==> src/hdl/edtsf_consts.vh <==
`ifndef EDTSF_CONSTS_VH
`define EDTSF_CONSTS_VH
`define EDTSF_ADDR_W 4
`define EDTSF_OFF_STATUS 4'h0
`define EDTSF_OFF_MASK 4'h4
`define EDTSF_OFF_BASE 4'h8
`define EDTSF_OFF_CTRL 4'hc
`define EDTSF_BIT_TC 21
`define EDTSF_BIT_TDE 20
`define EDTSF_BIT_TX_FIFO_UNDERFLOW_FLAG 19
`define EDTSF_CTRL_SWRST 0
`define EDTSF_CTRL_START 1
`define EDTSF_MASK_RST 32'h00000000
`define EDTSF_BASE_RST 32'h00000000
`define EDTSF_DESC_BYTES 32'h00000010
`endif

==> src/hdl/edtsf_top.v <==
// Function
// - Single-buffer frame: set transmit complete when the frame fully completes.
// - Multi-buffer frame: set complete after last data when next descriptor inactive; the code sets it at the last buffer's write-back whatever the next descriptor.
// - After a frame, write transmission status back into its descriptor.
// - Complete flag reads 0 until transfer completes, then 1.
// - Inactive descriptor fetched mid-frame sets descriptor-empty flag.
// - Restart after reset begins at the descriptor list base address.
// - FIFO running dry during a frame sets the underflow flag.
// - All status sources combine onto one controller interrupt line.
`timescale 1ns/10ps
`default_nettype none
`include "edtsf_consts.vh"
module edtsf_top (
   input wire clk_in,
   input wire rst_n_in,

   // Register port
   input wire [`EDTSF_ADDR_W-1:0] addr_in,
   input wire [31:0] wdata_in,
   input wire wr_in,
   input wire rd_in,
   output reg [31:0] rdata_out,

   // Descriptor fetch
   output wire desc_fetch_req_out,
   output reg [31:0] desc_addr_out,
   input wire desc_valid_in,
   input wire tx_descriptor_active_bit_in,
   input wire desc_last_in,

   // Transmitter side
   input wire frame_done_in,
   input wire fifo_empty_in,
   input wire mac_busy_in,
   input wire mac_tx_status_in,

   // Status write-back and interrupt
   output reg wb_valid_out,
   output reg [31:0] wb_addr_out,
   output reg [31:0] wb_status_out,
   output wire controller_irq_line_out
);
   localparam ST_IDLE = 4'b0001;
   localparam ST_FETCH = 4'b0010;
   localparam ST_SEND = 4'b0100;
   localparam ST_WB = 4'b1000;

   reg [3:0] state_reg;
   reg [3:0] state_next;
   reg tc_reg;
   reg tx_descriptor_empty_flag_reg;
   reg tx_fifo_underflow_flag_reg;
   reg [31:0] mask_reg;
   reg [31:0] tx_descriptor_list_base_reg;
   reg in_frame_reg;
   reg last_reg;
   reg set_tc;
   reg set_tde;
   reg set_uf;

   function wr_hit;
      input [`EDTSF_ADDR_W-1:0] off;
      begin
         wr_hit = wr_in && (addr_in == off);
      end
   endfunction

   // Set wins over a same-cycle write-1-to-clear so no event is lost
   function flag_next;
      input cur;
      input set;
      input clr;
      begin
         if (set)
            flag_next = 1'b1;
         else if (clr)
            flag_next = 1'b0;
         else
            flag_next = cur;
      end
   endfunction

   wire wr_status = wr_hit(`EDTSF_OFF_STATUS);
   wire wr_mask = wr_hit(`EDTSF_OFF_MASK);
   wire wr_base = wr_hit(`EDTSF_OFF_BASE);
   wire wr_ctrl = wr_hit(`EDTSF_OFF_CTRL);
   // Soft reset restarts the engine only; flags, mask and base survive it
   wire swrst = wr_ctrl && wdata_in[`EDTSF_CTRL_SWRST];
   wire start = wr_ctrl && wdata_in[`EDTSF_CTRL_START];
   wire [31:0] status = {10'h000, tc_reg, tx_descriptor_empty_flag_reg,
      tx_fifo_underflow_flag_reg, 19'h00000};

   wire [2:0] flag_clr;
   wire tc_next = flag_next(tc_reg, set_tc, flag_clr[2]);
   wire tde_next = flag_next(tx_descriptor_empty_flag_reg, set_tde, flag_clr[1]);
   wire uf_next = flag_next(tx_fifo_underflow_flag_reg, set_uf, flag_clr[0]);

   genvar g;
   generate
      for (g = 0; g < 3; g = g + 1) begin : g_clr
         // Clear bits sit at the flag positions, lowest flag first
         assign flag_clr[g] = wr_status && wdata_in[`EDTSF_BIT_TX_FIFO_UNDERFLOW_FLAG + g];
      end
   endgenerate

   assign desc_fetch_req_out = (state_reg == ST_FETCH);
   assign controller_irq_line_out = |(status & mask_reg);

   always @* begin
      state_next = state_reg;
      set_tc = 1'b0;
      set_tde = 1'b0;
      set_uf = 1'b0;
      case (state_reg)
         ST_IDLE: begin
            // Only a start write moves the engine off idle
            if (start)
               state_next = ST_FETCH;
         end
         ST_FETCH: begin
            // Request stays up until the descriptor comes back
            if (desc_valid_in) begin
               if (tx_descriptor_active_bit_in)
                  state_next = ST_SEND;
               else begin
                  // Mid-frame empty leaves a truncated frame; idle until the next start write
                  set_tde = in_frame_reg;
                  set_tc = !in_frame_reg;
                  state_next = ST_IDLE;
               end
            end
         end
         ST_SEND: begin
            // Transmitter wants data the FIFO does not have
            if (fifo_empty_in && mac_busy_in)
               set_uf = 1'b1;
            if (frame_done_in)
               state_next = ST_WB;
         end
         ST_WB: begin
            // One cycle of write-back, then the next descriptor
            set_tc = last_reg;
            state_next = ST_FETCH;
         end
         default: state_next = ST_IDLE;
      endcase
   end

   always @(posedge clk_in) begin
      if (!rst_n_in || swrst) begin
         state_reg <= ST_IDLE;
         in_frame_reg <= 1'b0;
         last_reg <= 1'b0;
         desc_addr_out <= `EDTSF_BASE_RST;
         wb_valid_out <= 1'b0;
         wb_addr_out <= 32'h00000000;
         wb_status_out <= 32'h00000000;
      end else begin
         state_reg <= state_next;
         wb_valid_out <= 1'b0;
         if (state_reg == ST_IDLE && start)
            desc_addr_out <= tx_descriptor_list_base_reg;
         if (state_reg == ST_FETCH && desc_valid_in && tx_descriptor_active_bit_in)
            last_reg <= desc_last_in;
         // Status lands at the address the descriptor was read from
         if (state_reg == ST_WB) begin
            wb_valid_out <= 1'b1;
            wb_addr_out <= desc_addr_out;
            wb_status_out <= {31'h00000000, mac_tx_status_in};
            in_frame_reg <= !last_reg;
            desc_addr_out <= desc_addr_out + `EDTSF_DESC_BYTES;
         end
      end
   end

   always @(posedge clk_in) begin
      if (!rst_n_in) begin
         tc_reg <= 1'b0;
         tx_descriptor_empty_flag_reg <= 1'b0;
         tx_fifo_underflow_flag_reg <= 1'b0;
      end else begin
         tc_reg <= tc_next;
         tx_descriptor_empty_flag_reg <= tde_next;
         tx_fifo_underflow_flag_reg <= uf_next;
      end
   end

   // Configuration registers are plain read/write words
   always @(posedge clk_in) begin
      if (!rst_n_in) begin
         mask_reg <= `EDTSF_MASK_RST;
         tx_descriptor_list_base_reg <= `EDTSF_BASE_RST;
      end else begin
         if (wr_mask)
            mask_reg <= wdata_in;
         if (wr_base)
            tx_descriptor_list_base_reg <= wdata_in;
      end
   end

   // Read data stands for one cycle only and is zero otherwise
   always @(posedge clk_in) begin
      if (!rst_n_in)
         rdata_out <= 32'h00000000;
      else if (rd_in) begin
         case (addr_in)
            `EDTSF_OFF_STATUS: rdata_out <= status;
            `EDTSF_OFF_MASK: rdata_out <= mask_reg;
            `EDTSF_OFF_BASE: rdata_out <= tx_descriptor_list_base_reg;
            `EDTSF_OFF_CTRL: rdata_out <= {28'h0000000, state_reg};
            default: rdata_out <= 32'h00000000;
         endcase
      end else
         rdata_out <= 32'h00000000;
   end
endmodule
`default_nettype wire

==> config.mk <==
export PLATFORM = sky130hd
export DESIGN_NAME = edtsf_top
export DESIGN_NICKNAME = d
export VERILOG_FILES = /design/src/hdl/edtsf_top.v
export VERILOG_INCLUDE_DIRS = /design/src /design/src/hdl
export SDC_FILE = /design/constraint.sdc
export NUM_CORES = 1
export LEC_CHECK = 0
export BUFFER_PORTS_ARGS = -buffer_cell sky130_fd_sc_hd__buf_4
export CORE_MARGIN = 8
export CORE_UTILIZATION = 45
export DETAILED_ROUTE_END_ITERATION = 10
export GPL_TIMING_DRIVEN = 0
export PLACE_DENSITY = 0.72
export SLEW_MARGIN = 10
export SYNTH_ARGS = -nofsm -noshare
export SYNTH_HDL_FRONTEND = slang
export SYNTH_SLANG_ARGS = --single-unit
==> constraint.sdc <==
create_clock -name clk_in -period 2 [get_ports clk_in]
set_input_delay 0 -clock clk_in [delete_from_list [all_inputs] [get_ports clk_in]]
set_output_delay 0 -clock clk_in [all_outputs]
set_load 0.02 [all_outputs]
# Yosys cells after proc, flatten, opt, wreduce, memory -nomap -nowiden
# Index checks and enable logic that the tools add are counted.
# word_totals
register_bits,171
output_inout_bits,131
elab_cells,73
in_bits,47
# classes
eq_ne,10
n_bitwise,1
addsub,1
muxes,23
n_reduce_logical,25
# ops
op,count
case mux 32 bit (4 select lines),1
two-way mux 32 bit,2
"adder 32 x 5 -> 32 bit, second input constant",1
bitwise AND 22 x 32 -> 32 bit,1
OR reduction 32 bit,1
case mux 4 bit (4 select lines),1
two-way mux 1 bit,14
logical AND 1 bit,13
"equality test 4 bit, second input constant",3
two-way mux 4 bit,3
"equality test 4 x 3 -> 1 bit, second input constant",2
nonzero test 2 bit,4
"equality test 4 x 1 -> 1 bit, second input constant",1
"equality test 4 x 2 -> 1 bit, second input constant",1
zero test 4 bit,1
"!= test 2 bit, second input constant",2
zero test 1 bit,3
two-way mux 3 bit,1
AND reduction 3 bit,1
"!= test 2 x 1 -> 1 bit, second input constant",1
case mux 1 bit (2 select lines),1
AND reduction 2 bit,1
logical OR 1 bit,1

# Longest topological paths before layout
# depth
word_depth,6
depth_mapped,7

# Worst setup path before layout
# No wires, ideal clock.
# synth_timing
path_type,register to register
from,reg desc_addr_out[6]
to,reg desc_addr_out[21]
setup_time_ns,0.074
slack_ns,-0.116
n_path_buf,1
t_arrival_ns,2.041
synth_period_minus_slack_ns,2.116
stages_incl_launch_ff,7
path_cell_list,dfxtp_1 > buf_2 > nand4_1 > nor4_4 > nand2_1 > or4_1 > a31oi_1
# synth_via
elab_chain_len,2
# synth_lines
item,line,text
start: declaration,edtsf_top.v:26,"output reg [31:0] desc_addr_out,"
start signal: assignment,edtsf_top.v:154,desc_addr_out <= `EDTSF_BASE_RST;
start signal: assignment,edtsf_top.v:162,desc_addr_out <= tx_descriptor_list_base_reg;
start signal: assignment,edtsf_top.v:171,desc_addr_out <= desc_addr_out + `EDTSF_DESC_BYTES;
adder 32 x 5 -> 32 bit (no source line),--,
two-way mux 32 bit,edtsf_top.v:166,if (state_reg == ST_WB) begin
# Every way passes these cells.
# A chain may end at the register's enable or synchronous reset.

# Worst setup path after layout
# layout_timing
from,reg state_reg[0]
to,reg desc_addr_out[14]
# layout_via
elab_chain_len,3
word_cells_on_any_way,5
classes_between,eq/ne: 2; mux: 1; reduce/logical: 2
# layout_lines
item,line,text
start: declaration,edtsf_top.v:48,reg [3:0] state_reg;
start signal: assignment,edtsf_top.v:159,state_reg <= state_next;
equality test 4 x 1 -> 1 bit,edtsf_top.v:161,if (state_reg == ST_IDLE && start)
logical AND 1 bit,edtsf_top.v:161,
nonzero test 2 bit (no source line),--,
# Parallel ways exist; a longest one is shown, timed or not.

==> results.sh <==
export IMPL_synth_edf_count=0
export IMPL_clk_path_buf_depth=2
export IMPL_r2r_cells=5
export IMPL_clkLatencyLatePin_ns=0.44
export IMPL_drcViolationCount=0
export IMPL_syn_area_mm2=0.00713
export IMPL_root_buffer="clkbuf_16"
export IMPL_slew_violations=0
export IMPL_antenna_left=0
export IMPL_core_area_mm2=0.0157
export IMPL_ir_worst_vdd_v=0.000600
export IMPL_clk_pin_slew_ns=0.07
export IMPL_status="complete, but fails checks"
export IMPL_ys_async_sr_fraction_pct=0
export IMPL_ys_types=54
export IMPL_max_clock_freq_mhz=477
export IMPL_critical_path_class="reg2reg"
export IMPL_cap_viol_max_count=0
export IMPL_ys_ff_latch=171
export IMPL_path_cells="or4b_4 > or4_4 > nor2_4 > xnor2_2 > a211oi_2"
export IMPL_leakage_uw=0.00384
export IMPL_worstSetupStartpointType="flop"
export IMPL_pin_count=178
export IMPL_route_vias_total=7214
export IMPL_htree_levels=4
export IMPL_rr_startpoint="state_reg[0]"
export IMPL_p_per_area_mw_per_mm2=729
export IMPL_portBuffers=146
export IMPL_cts_buffers=17
export IMPL_yosysWarnings=0
export IMPL_die_area_mm2=0.0201
export IMPL_routed_wl_um=23600
export IMPL_endpoint_kind="flop"
export IMPL_cp_slowest_stage_delay_ns=0.64
export IMPL_timing_final_crit_period_ns=2.10
export IMPL_seq_area_frac_synth_pct=48.0
export IMPL_path_max_fanout=7
export IMPL_violations="setup timing"
export IMPL_power_uw=7330
export IMPL_hpwl_um=16500
export IMPL_cts_tree="done"
export IMPL_gr_total_overflow=0
export IMPL_cp_required_ns=2.35
export IMPL_post_place_cells=1272
export IMPL_wire_per_inst_um=17.3
export IMPL_initial_core_util_pct=45.5
export IMPL_slew_headroom_pct=59.2
export IMPL_fin_cells=1367
export IMPL_viasPerCell=5.28
export IMPL_setup_violations_final=4
export IMPL_hold_depth=4
export IMPL_grt_use_total_pct=22.6
export IMPL_min_path_type="in2reg"
export IMPL_whs_ns=0.0251
export IMPL_antenna_found_initial=0
export IMPL_worst_pin_slew_ns=0.613
export IMPL_drt_iter0_drc=808
export IMPL_avgSynthCellArea_um2=8.10
export IMPL_synth_cells=880
export IMPL_grt_max_degree=17
export IMPL_ys_flop_type="dfxtp_1"
export IMPL_rr_endpoint="desc_addr_out[14]"
export IMPL_arrival_ns=2.45
export IMPL_finalClockSkew_ns=0.00931
export IMPL_setup_ws_ns=-0.0963
export IMPL_rsz0062_at_grt="true"
export IMPL_finalWeightedCongestion=0.889
export IMPL_grt_pass1_wl_um=36000
export IMPL_drive_above_1_share_pct=25.9
export IMPL_cts_sink_count=171
export IMPL_holdPathEnd="tx_descriptor_list_base_reg[0]"
export IMPL_die_height_um=142
export IMPL_hold_violations=0
export IMPL_pre_cts_slack_ns=-0.639
export IMPL_nNetsFinal=1186
export IMPL_n_antenna_cell=0
export IMPL_hp_start="wr_in"
export IMPL_finalCritPeriodShare_pct=105
export IMPL_synthToLayoutAreaGrowth_pct=41.1
export IMPL_dieWidth_um=142
export IMPL_cpMaxStageDelayCell="or4_4"
export IMPL_dr_pass1_iters=6
export IMPL_grt_pass1_vias=6874
export IMPL_rows=46
export IMPL_reg2reg_slack_ns=-0.1
[through the flow]
step,cell area [µm²],utilization (%),TNS [ns]
2_1_floorplan,7280,-,-0.254
3_3_place_gp,8640,55.2,-28.43
3_5_place_dp,8640,55.2,-28.59
4_1_cts,9870,63.1,-0.0941
5_1_grt,10100,64.2,-1.38
6_report,10100,64.2,-0.189
[logic make-up (layout without fill, tap and decap cells)]
| family | after synthesis | in the layout | share of synthesized area [%] |
|---|---|---|---|
| buffers and inverters | 98 | 339 | 6.90 |
| AO/OA/AOI/OAI | 208 | 208 | 19.2 |
| adder cells (fa/ha/maj) | 1 | 1 | 0.176 |
| multiplexers | 10 | 10 | 1.51 |
| XOR/XNOR | 5 | 5 | 0.614 |
| other | 1 | 31 | 0.0526 |
| flip-flops | 171 | 171 | 48.0 |
| AND/OR/NAND/NOR | 386 | 386 | 23.5 |
[layer usage]
metal  vias up  wire, µm  global-route usage [%]
met5         -         0                       0
met3        38      2310                    7.02
met1      3354      9570                    27.6
met4         0       437                    7.91
met2       358     11300                    37.1
li1       3464         -                       -
[area by class of cell]
cell class / count / area [µm²]
buffer: 90 / 532
clock buffer: 20 / 467
clock inverter: 12 / 138
fill: 1357 / 5600
inverter: 3 / 11.3
multi-input combinational: 641 / 3450
sequential: 171 / 3460
tap: 216 / 270
timing repair buffer: 214 / 1730
[worst max-delay path, delay by kind of cell (launching register included)]
kind / cells / cell delay (ns)
AND/OR/NAND/NOR: 3 / 1.36
flip-flops: 1 / 0.37
AO/OA/AOI/OAI: 1 / 0.20
XOR/XNOR: 1 / 0.07
[power by group]
part / switching [µW] / internal [µW] / total (µW)
logic: 268 / 247 / 515
clock network: 1420 / 1950 / 3360
registers: 26.7 / 3420 / 3450
[placed cells by master (no fill, tap or decap), types with 3 or more instances in the layout]
cell type	synthesis	layout
nor2b_1	5	5
dfxtp_2	0	8
nor2_1	68	65
clkbuf_16	0	18
a22oi_1	31	31
a2bb2oi_1	3	3
mux2_2	4	4
a21boi_0	64	64
a41oi_1	3	3
clkbuf_8	0	3
and2_1	5	5
buf_4	31	205
clkbuf_1	52	41
or3_1	5	4
dlygate4sd3_1	0	41
nand4_1	16	16
dfxtp_1	171	157
clkbuf_4	0	3
dfxtp_4	0	6
nor2_2	2	3
o21ai_1	11	10
buf_6	0	6
nand2_1	239	237
o21ai_0	4	4
clkinvlp_4	0	5
a21oi_1	63	63
and3_1	4	4
a31oi_1	16	16
clkbuf_2	0	4
nand3_1	14	13
nor3_1	6	4
inv_1	3	3
conb_1	1	31
mux2i_1	4	4
nor4_1	4	3
[cells in the mapped netlist, types with 5 or more instances]
cell,n,area [µm²]
nand2_1,239,897
dfxtp_1,171,3420
nor2_1,68,255
a21boi_0,64,480
a21oi_1,63,315
clkbuf_1,52,195
a22oi_1,31,233
buf_4,31,233
a31oi_1,16,100
nand4_1,16,100
nand3_1,14,70.1
o21ai_1,11,55.1
buf_1,6,22.5
buf_2,6,30.0
nor3_1,6,30.0
and2_1,5,31.3
nor2b_1,5,31.3
or3_1,5,31.3
[how the worst max path moves through the flow]
stage | cells after the start | slack, ns | to | start
after floorplan | 6 | -0.06 | desc_addr_out[22] | desc_addr_out[4]
after global placement | 7 | -0.61 | wb_addr_out[14] | state_reg[2]
after detailed placement | 7 | -0.64 | wb_addr_out[24] | state_reg[2]
after CTS | 7 | -0.06 | desc_addr_out[14] | state_reg[3]
after global routing | 5 | -0.12 | desc_addr_out[14] | state_reg[0]
final | 5 | -0.1 | desc_addr_out[14] | state_reg[0]
[what timing repair did]
action | CTS | global route
setup buffers | 15 | 11
resized for setup | 38 | 43
endpoints found under the setup margin | 66 | 64
pin swaps | 10 | 10
hold endpoints to repair | 73 | 0
cloned | 0 | 1
hold buffers | 41 | 0
Note: power is estimated with default switching activity, not from simulation.
